===== src/css_map.svh =====
// Fuse field codes, default codes and timing counts of the clock control block.
// Assumes inclusion by the package and by the design files; definitions only.
`ifndef CSS_MAP_SVH
`define CSS_MAP_SVH

// Fuse field codes, a bit reading 1 means unprogrammed
`define CSS_SRCSEL_XTAL_LO  4'b1010
`define CSS_SRCSEL_LFXTAL   4'b1001
`define CSS_SRCSEL_ERC_LO   4'b0101
`define CSS_SRCSEL_IRC_LO   4'b0001
`define CSS_SRCSEL_EXTCLK   4'b0000
`define CSS_SRCSEL_DEFAULT  4'b0001
`define CSS_STARTSEL_DEFAULT 2'b10
`define CSS_BAND_LOW        3'b101
`define CSS_BAND_MID        3'b110
`define CSS_BAND_HIGH       3'b111

// Start-up counts in cycles of the selected source
`define CSS_CK_6            17'h0_0006
`define CSS_CK_18           17'h0_0012
`define CSS_CK_258          17'h0_0102
`define CSS_CK_1K           17'h0_0400
`define CSS_CK_16K          17'h0_4000
`define CSS_CK_32K          17'h0_8000

// Reset delay counts in watchdog oscillator cycles
`define CSS_WDOG_4K         17'h0_1000
`define CSS_WDOG_64K        17'h1_0000
`define CSS_CNT_W           17

`endif


===== src/css_pkg.sv =====
// Types of the clock source select and start-up block.
// Assumes css_map.svh is on the include path.
`include "css_map.svh"

package css_pkg;

	typedef enum logic [2:0] {
		SRC_XTAL   = 3'h0,
		SRC_LFXTAL = 3'h1,
		SRC_ERC    = 3'h2,
		SRC_IRC    = 3'h3,
		SRC_EXTCLK = 3'h4
	} css_src_t;

	typedef enum logic [1:0] {
		DLY_NONE = 2'h0,
		DLY_4K   = 2'h1,
		DLY_64K  = 2'h2
	} css_dly_t;

	typedef enum logic [2:0] {
		ST_RESET   = 3'b000,
		ST_OSC     = 3'b001,
		ST_DELAY   = 3'b011,
		ST_RUN     = 3'b010,
		ST_SLEEP   = 3'b110,
		ST_WAKE    = 3'b111
	} css_state_t;

	typedef struct packed {
		logic [3:0] clock_source_select_fuses;
		logic [1:0] startup_time_select_fuses;
		logic       amplifier_option_fuse;
	} css_fuse_t;

	typedef struct packed {
		logic core_clock;
		logic peripheral_clock;
		logic program_memory_clock;
		logic async_timer_clock;
		logic converter_clock;
	} css_gate_t;

	typedef struct packed {
		css_src_t         src;
		logic [2:0]       band;
		logic             full_swing;
		logic             reserved;
		logic [16:0]      osc_cycles;
		css_dly_t         dly;
	} css_cfg_t;

endpackage : css_pkg


===== src/css_clock_control.sv =====
// Clock source select, start-up timing and clock domain gating.
// Assumes one 200 MHz clk_sys; oscillator and watchdog ticks arrive as one-cycle enables.
`include "css_map.svh"

module css_clock_control (
	// Clock and reset
	input  wire logic               clk_sys,
	input  wire logic               reset_n,
	// Fuse fields, unprogrammed bits read 1
	input  wire css_pkg::css_fuse_t fuse,
	// Source and watchdog oscillator ticks, one cycle each
	input  wire logic               osc_tick,
	input  wire logic               wdog_tick,
	input  wire logic               async_xtal_tick,
	// Sleep requests
	input  wire logic               sleep_req,
	input  wire logic               sleep_deep,
	input  wire logic               sleep_core,
	input  wire logic               sleep_periph,
	input  wire logic               sleep_converter,
	input  wire logic               wake_req,
	// Asynchronous wake sources seen while peripheral clock stops
	input  wire logic               async_int_pending,
	input  wire logic               two_wire_addr_match,
	// Gated clock enables
	output css_pkg::css_gate_t      gate_q,
	// Status
	output css_pkg::css_src_t       source_q,
	output logic [2:0]              band_q,
	output logic                    full_swing_q,
	output logic                    core_ready_q,
	output logic                    cfg_reserved_q
);

	////////////////////////////////////////////////////////////////////////////
	// Fuse decode

	css_pkg::css_cfg_t cfg;

	css_fuse_decode u_decode (
		.clk_sys (clk_sys),
		.reset_n (reset_n),
		.fuse    (fuse),
		.cfg_q   (cfg)
	);

	function automatic logic [16:0] dly_count(input css_pkg::css_dly_t d);
		case (d)
			css_pkg::DLY_4K:  dly_count = `CSS_WDOG_4K;
			css_pkg::DLY_64K: dly_count = `CSS_WDOG_64K;
			default:          dly_count = 17'h0_0000;
		endcase
	endfunction : dly_count

	////////////////////////////////////////////////////////////////////////////
	// Sequencer

	css_pkg::css_state_t state_q, state_d;
	logic [16:0]         cnt_q, cnt_d;
	logic                cfg_vld_q, cfg_vld_d;
	logic                deep_q, deep_d;
	logic                wake_any;

	// Async interrupt and address match wake even with peripheral clock off
	assign wake_any = wake_req | async_int_pending | two_wire_addr_match;

	always_comb begin
		state_d   = state_q;
		cnt_d     = cnt_q;
		cfg_vld_d = 1'b1;
		deep_d    = deep_q;
		case (state_q)
			css_pkg::ST_RESET: begin
				// Wait one cycle for the registered decode
				if (cfg_vld_q) begin
					state_d = css_pkg::ST_OSC;
					cnt_d   = cfg.osc_cycles;
				end
			end
			css_pkg::ST_OSC: begin
				if (cnt_q == 17'h0_0000) begin
					if (deep_q) begin
						state_d = css_pkg::ST_RUN;
						deep_d  = 1'b0;
					end else if (cfg.dly == css_pkg::DLY_NONE) begin
						state_d = css_pkg::ST_RUN;
					end else begin
						state_d = css_pkg::ST_DELAY;
						cnt_d   = dly_count(cfg.dly);
					end
				end else if (osc_tick) begin
					cnt_d = cnt_q - 17'h0_0001;
				end
			end
			css_pkg::ST_DELAY: begin
				if (cnt_q == 17'h0_0000) begin
					state_d = css_pkg::ST_RUN;
				end else if (wdog_tick) begin
					cnt_d = cnt_q - 17'h0_0001;
				end
			end
			css_pkg::ST_RUN: begin
				if (sleep_req) begin
					state_d = css_pkg::ST_SLEEP;
					deep_d  = sleep_deep;
				end
			end
			css_pkg::ST_SLEEP: begin
				if (wake_any) begin
					state_d = css_pkg::ST_WAKE;
				end
			end
			css_pkg::ST_WAKE: begin
				if (deep_q) begin
					// Oscillator was stopped: time its restart
					state_d = css_pkg::ST_OSC;
					cnt_d   = cfg.osc_cycles;
				end else begin
					state_d = css_pkg::ST_RUN;
				end
			end
			default: begin
				state_d = css_pkg::ST_RESET;
				cnt_d   = 17'h0_0000;
			end
		endcase
	end

	always_ff @(posedge clk_sys or negedge reset_n) begin
		if (!reset_n) begin
			state_q   <= css_pkg::ST_RESET;
			cnt_q     <= 17'h0_0000;
			cfg_vld_q <= 1'b0;
			deep_q    <= 1'b0;
		end else begin
			state_q   <= state_d;
			cnt_q     <= cnt_d;
			cfg_vld_q <= cfg_vld_d;
			deep_q    <= deep_d;
		end
	end

	////////////////////////////////////////////////////////////////////////////
	// Clock domain gating

	css_pkg::css_gate_t gate_d;
	logic               running;
	logic               asleep;

	assign running = (state_q == css_pkg::ST_RUN);
	// Wake transit keeps sleep gating, so a running converter sees no one-cycle drop
	assign asleep  = (state_q == css_pkg::ST_SLEEP) | (state_q == css_pkg::ST_WAKE);

	function automatic logic domain_on(input logic run, input logic nap, input logic stop,
		input logic deep);
		domain_on = run | (nap & ~stop & ~deep);
	endfunction : domain_on

	always_comb begin
		// Core held off until all start-up counting ends
		gate_d.core_clock = domain_on(running, asleep, sleep_core, deep_q);
		// Program memory shares the core gate
		gate_d.program_memory_clock = gate_d.core_clock;
		gate_d.peripheral_clock     = domain_on(running, asleep, sleep_periph, deep_q);
		// Async timer always follows its own crystal, asleep or not
		gate_d.async_timer_clock    = async_xtal_tick;
		// Converter independent of core and peripheral gates
		gate_d.converter_clock      = domain_on(running, asleep, sleep_converter, deep_q);
	end

	always_ff @(posedge clk_sys or negedge reset_n) begin
		if (!reset_n) begin
			gate_q <= '0;
		end else begin
			gate_q <= gate_d;
		end
	end

	////////////////////////////////////////////////////////////////////////////
	// Status

	always_ff @(posedge clk_sys or negedge reset_n) begin
		if (!reset_n) begin
			source_q       <= css_pkg::SRC_XTAL;
			band_q         <= 3'h0;
			full_swing_q   <= 1'b0;
			core_ready_q   <= 1'b0;
			cfg_reserved_q <= 1'b0;
		end else begin
			source_q       <= cfg.src;
			band_q         <= cfg.band;
			full_swing_q   <= cfg.full_swing;
			core_ready_q   <= running;
			cfg_reserved_q <= cfg.reserved;
		end
	end

endmodule : css_clock_control


===== src/css_fuse_decode.sv =====
// Decodes the fuse fields into source, band, amplifier mode and start-up counts.
// Assumes fuses are static after reset; output is registered.
`include "css_map.svh"

module css_fuse_decode (
	// Clock and reset
	input  wire logic             clk_sys,
	input  wire logic             reset_n,
	// Fuses and decoded configuration
	input  wire css_pkg::css_fuse_t fuse,
	output css_pkg::css_cfg_t     cfg_q
);

	css_pkg::css_cfg_t cfg_d;

	always_comb begin
		cfg_d            = '0;
		cfg_d.band       = fuse.clock_source_select_fuses[3:1];
		cfg_d.full_swing = ~fuse.amplifier_option_fuse;
		// Source family by fuse range
		if (fuse.clock_source_select_fuses >= `CSS_SRCSEL_XTAL_LO) begin
			cfg_d.src = css_pkg::SRC_XTAL;
		end else if (fuse.clock_source_select_fuses == `CSS_SRCSEL_LFXTAL) begin
			cfg_d.src = css_pkg::SRC_LFXTAL;
		end else if (fuse.clock_source_select_fuses >= `CSS_SRCSEL_ERC_LO) begin
			cfg_d.src = css_pkg::SRC_ERC;
		end else if (fuse.clock_source_select_fuses >= `CSS_SRCSEL_IRC_LO) begin
			cfg_d.src = css_pkg::SRC_IRC;
		end else begin
			cfg_d.src = css_pkg::SRC_EXTCLK;
		end
		case (cfg_d.src)
			css_pkg::SRC_XTAL: begin
				case ({fuse.clock_source_select_fuses[0], fuse.startup_time_select_fuses})
					3'b000:  begin cfg_d.osc_cycles = `CSS_CK_258; cfg_d.dly = css_pkg::DLY_4K;   end
					3'b001:  begin cfg_d.osc_cycles = `CSS_CK_258; cfg_d.dly = css_pkg::DLY_64K;  end
					3'b010:  begin cfg_d.osc_cycles = `CSS_CK_1K;  cfg_d.dly = css_pkg::DLY_NONE; end
					3'b011:  begin cfg_d.osc_cycles = `CSS_CK_1K;  cfg_d.dly = css_pkg::DLY_4K;   end
					3'b100:  begin cfg_d.osc_cycles = `CSS_CK_1K;  cfg_d.dly = css_pkg::DLY_64K;  end
					3'b101:  begin cfg_d.osc_cycles = `CSS_CK_16K; cfg_d.dly = css_pkg::DLY_NONE; end
					3'b110:  begin cfg_d.osc_cycles = `CSS_CK_16K; cfg_d.dly = css_pkg::DLY_4K;   end
					default: begin cfg_d.osc_cycles = `CSS_CK_16K; cfg_d.dly = css_pkg::DLY_64K;  end
				endcase
			end
			css_pkg::SRC_LFXTAL: begin
				cfg_d.osc_cycles = (fuse.startup_time_select_fuses == 2'b10) ? `CSS_CK_32K : `CSS_CK_1K;
				cfg_d.dly        = (fuse.startup_time_select_fuses == 2'b00) ? css_pkg::DLY_4K
				                                                             : css_pkg::DLY_64K;
				cfg_d.reserved   = (fuse.startup_time_select_fuses == 2'b11);
			end
			css_pkg::SRC_ERC: begin
				cfg_d.osc_cycles = (fuse.startup_time_select_fuses == 2'b11) ? `CSS_CK_6 : `CSS_CK_18;
				case (fuse.startup_time_select_fuses)
					2'b00:   cfg_d.dly = css_pkg::DLY_NONE;
					2'b10:   cfg_d.dly = css_pkg::DLY_64K;
					default: cfg_d.dly = css_pkg::DLY_4K;
				endcase
			end
			default: begin
				// Internal RC and external clock share the six-cycle start-up
				cfg_d.osc_cycles = `CSS_CK_6;
				case (fuse.startup_time_select_fuses)
					2'b00:   cfg_d.dly = css_pkg::DLY_NONE;
					2'b01:   cfg_d.dly = css_pkg::DLY_4K;
					default: cfg_d.dly = css_pkg::DLY_64K;
				endcase
				cfg_d.reserved = (fuse.startup_time_select_fuses == 2'b11);
			end
		endcase
	end

	always_ff @(posedge clk_sys or negedge reset_n) begin
		if (!reset_n) begin
			cfg_q <= '0;
		end else begin
			cfg_q <= cfg_d;
		end
	end

endmodule : css_fuse_decode


===== config.mk =====
export PLATFORM = sky130hd
export DESIGN_NAME = css_clock_control
export DESIGN_NICKNAME = d
export VERILOG_FILES = /design/src/css_pkg.sv /design/src/css_clock_control.sv /design/src/css_fuse_decode.sv
export VERILOG_INCLUDE_DIRS = /design/src
export SDC_FILE = /design/constraint.sdc
export NUM_CORES = 1
export LEC_CHECK = 0
export BUFFER_PORTS_ARGS = -buffer_cell sky130_fd_sc_hd__buf_2
export CORE_MARGIN = 8
export CORE_UTILIZATION = 57
export DETAILED_ROUTE_END_ITERATION = 12
export GPL_ROUTABILITY_DRIVEN = 0
export PLACE_DENSITY = 0.79
export SYNTH_ARGS = -nofsm -noshare
export SYNTH_HDL_FRONTEND = slang
export SYNTH_SLANG_ARGS = --single-unit

===== constraint.sdc =====
create_clock -name clk_sys -period 2.7 [get_ports clk_sys]
set_input_delay 0.27 -clock clk_sys [delete_from_list [all_inputs] [get_ports clk_sys]]
set_output_delay 0.27 -clock clk_sys [all_outputs]
set_load 0.01 [all_outputs]

==> out/metrics.cfg <==
[setup_path]
crit_chain = inv_1 > ha_1 > nor4b_2 > buf_4 > nand4_4 > mux2i_4 > nand2b_1 > o22ai_1
cpPeakStageDelay_ns = 0.50
slowest_stage = mux2i_4
arrival_ns = 2.64
cp.required_ns = 2.89
start_kind = register
end_kind = register
cp_max_fo = 16
crit_type = register to register

[timing]
rsz0062_at_grt = no
worst_clock_skew_ns = 0.00643
relSlewSlack_pct = 63.5
fmax_ghz = 0.408
fin_setup_tns_ns = 0
min_period_over_period_pct = 90.7
slew_violations = 0
finalHoldViolations = 0
period_needed_ns = 2.45
setup_viol = 0
tightestPinTransition_ns = 0.534

[power_and_ir_drop]
power.leakage_nw = 1.30
p_per_area_nw_per_um2 = 1160
p_sw_share_pct = 45.4
power_frac_clock_pct = 13.9
ir_drop_mv = 0.463
power_frac_seq_pct = 33.8
combPwrFrac_pct = 52.2
internal-power_mw = 1.86
power_switching_mw = 1.55

[synthesis]
ys.flop_type = dfrtp_1
synth_top_family_by_area = compound AO/OA/AOI/OAI gates
syn-num-nets = 286
yosysTopAreaCellShare_pct = 49.0
yosys_warnings = 0
seq_area_frac_synth_pct = 49.0
syn-mean-instance-area_um2 = 10.0
synth_area_um2 = 2650
synth_simple_gate_area_share_pct = 18.4
synth_edf_count = 0
async_reset_ff_share_pct = 100
synth-xor-area-share_pct = 0.660
ys_types = 60
synthCells = 265
synth-compound-area-share_pct = 24.0
yosysTopAreaCell = dfrtp_1
synth.area.top_cells = dfrtp_1, o31ai_1, nor2_1, o21a_1, nand2_1
synthMuxAreaShare_pct = 1.41
synthAdderAreaFrac_pct = 0.471
ys_seq_elements = 52

[floorplanning]
die_w_um = 84.2
dieArea_um2 = 7100
core_area_um2 = 4600
placement_rows = 25
start_util_pct = 57.7
pin_count = 34
die_h_um = 84.2

[route]
drt_wl_total_um = 5640
firstDrtPassIters = 4
vias_per_cell = 6.11
routedWlPerCell_um = 16.2
drt_iter0_markers = 230
route.detailed.drc = 0
vias = 2133
postRouteAntennaNets = 0

[clock_tree]
clk-insertion-delay-late_ns = 0.31
cts_tree = built
cts_sinks = 52
cts-buffers-inserted = 5
cts_resized = 0
root_buffer = clkbuf_8
clockBufferDepth = 2
path_clk_slew_ns = 0.10
post_cts_buffers = 0
htreeDepth = 2

[layout]
fillers = 380
fin_nets = 315
mostFrequentLayoutCells = dfrtp_1, buf_2, nor2_1
area_growth_syn_to_layout_pct = 10.5
fin_area_um2 = 2930
layout_commonest_cell = dfrtp_1
num_antenna_cells = 0
final_layout_size_suffix_gt1_share_pct = 20.0
final_cells = 349

[placed_design]
portBuffers = 33
placed_area_um2 = 2820
dp_hpwl_um = 4060
dp.cells = 340

[global_routing]
met3_usage_pct = 4.26
grt_max_degree = 29
use_met1_pct = 20.2
met2_usage_pct = 26.0
grt_pass1_vias = 1992
grt_overflow = 0
grtUsageTotal_pct = 16.2
grt-busiest-layer = met2
grt_pass1_wl_um = 9510
antenna_found_initial = 0

[worst_hold_path]
worst_hold_path_type = primary input to register

[outcome]
status = finished clean

[job]
maxCapViolCount = 0

-- critical path, delay by kind of cell, from the launching register on --
family	cells	cell delay, ns
adders and majority gates	1	0.23
and+or+nand+nor	3	0.77
buffers and inverters	2	0.26
AOI/OAI and AO/OA	1	0.15
DFF	1	0.42
muxes	1	0.50
-- timing repair --
item,4_1_cts,5_1_grt
hold endpoints to repair,24,0
hold buffers,1,0
setup endpoints to repair,0,0
-- cell usage after synthesis, drive strengths merged, types with 2 or more instances --
cell type  instances
nand2b             7
a22o               2
and2               2
a21boi             3
o21ai             20
nor4               6
or3                4
a32oi              2
nor2b              3
dfrtp             52
o41ai              2
a211oi             7
a31oi              5
nor4b              3
nand2             16
inv               14
nand3              7
o21a               9
o21bai             2
buf                6
o31ai             12
and3               2
clkbuf            11
nor3               6
o22ai              6
nor3b              2
nor2              20
a21oi             12
-- stage by stage --
step           hold WS, ns  worst slack (ns)  power, mW  util (%)
4_1_cts             0.0472             0.256       3.40      63.8
2_1_floorplan      -0.0256             0.512       2.55         -
3_5_place_dp         0.291             0.281       2.91      61.3
5_1_grt             0.0467            0.0796       3.66      63.8
3_3_place_gp         0.284             0.388       2.88      61.3
6_report            0.0555             0.251       3.41      63.8
-- worst paths after layout --
check                      cells past startpoint                    startpoint  slack (ns)                           end
hold / removal                                 1               async_xtal_tick        0.06           gate_q[1]$_DFF_PN0_
hold reg to reg                                0  u_decode.cfg_q[22]$_DFF_PN0_        0.36           band_q[1]$_DFF_PN0_
max in group asynchronous                      3                       reset_n        1.47          cnt_q[0]$_DFFE_PN0P_
setup / recovery                               8          cnt_q[1]$_DFFE_PN0P_        0.25         cnt_q[11]$_DFFE_PN0P_
min in group asynchronous                      2                       reset_n        0.48  u_decode.cfg_q[23]$_DFF_PN0_
setup reg to reg                               8          cnt_q[1]$_DFFE_PN0P_        0.25         cnt_q[11]$_DFFE_PN0P_
-- sequential cells by signal, summed over array words and instances (netlist names) --
register,count
cfg_reserved_q,1
gate_q,4
band_q,3
cfg_vld_q,1
full_swing_q,1
state_q,3
source_q,3
deep_q,1
cnt_q,17
core_ready_q,1
u_decode.cfg_q,17
-- area by class of cell --
class                      instances  area, um^2  share of cell area, %
sequential                        52        1300                   44.4
timing repair buffer              39         213                   7.25
inverter                          14        52.6                   1.79
multi-input combinational        182        1200                   40.8
clock buffer                       5        68.8                   2.35
tap                               54        67.6                   2.30
clock inverter                     3        33.8                   1.15
-- cell families after synthesis --
logic type,after synthesis
XOR/XNOR,2
other,1
multiplexers,2
AO/OA/AOI/OAI,93
flip-flops,52
buffers and inverters,31
AND/OR/NAND/NOR,83
adder cells (fa/ha/maj),1
-- layer usage --
| layer | routed length (um) | up-vias |
|---|---|---|
| met3 | 311 | 8 |
| met2 | 2770 | 59 |
| li1 | - | 1031 |
| met1 | 2460 | 1035 |
| met4 | 103 | 0 |
| met5 | 0 | - |
-- power groups by stage --
stage	logic, mW	registers (mW)	clock network (mW)
after global placement	1.73	1.16	0
after floorplan	1.43	1.11	0
after CTS	1.76	1.15	0.488
final	1.78	1.15	0.476
after global routing	1.97	1.18	0.513
after detailed placement	1.75	1.16	0
Power figures use the tool's default switching activity.
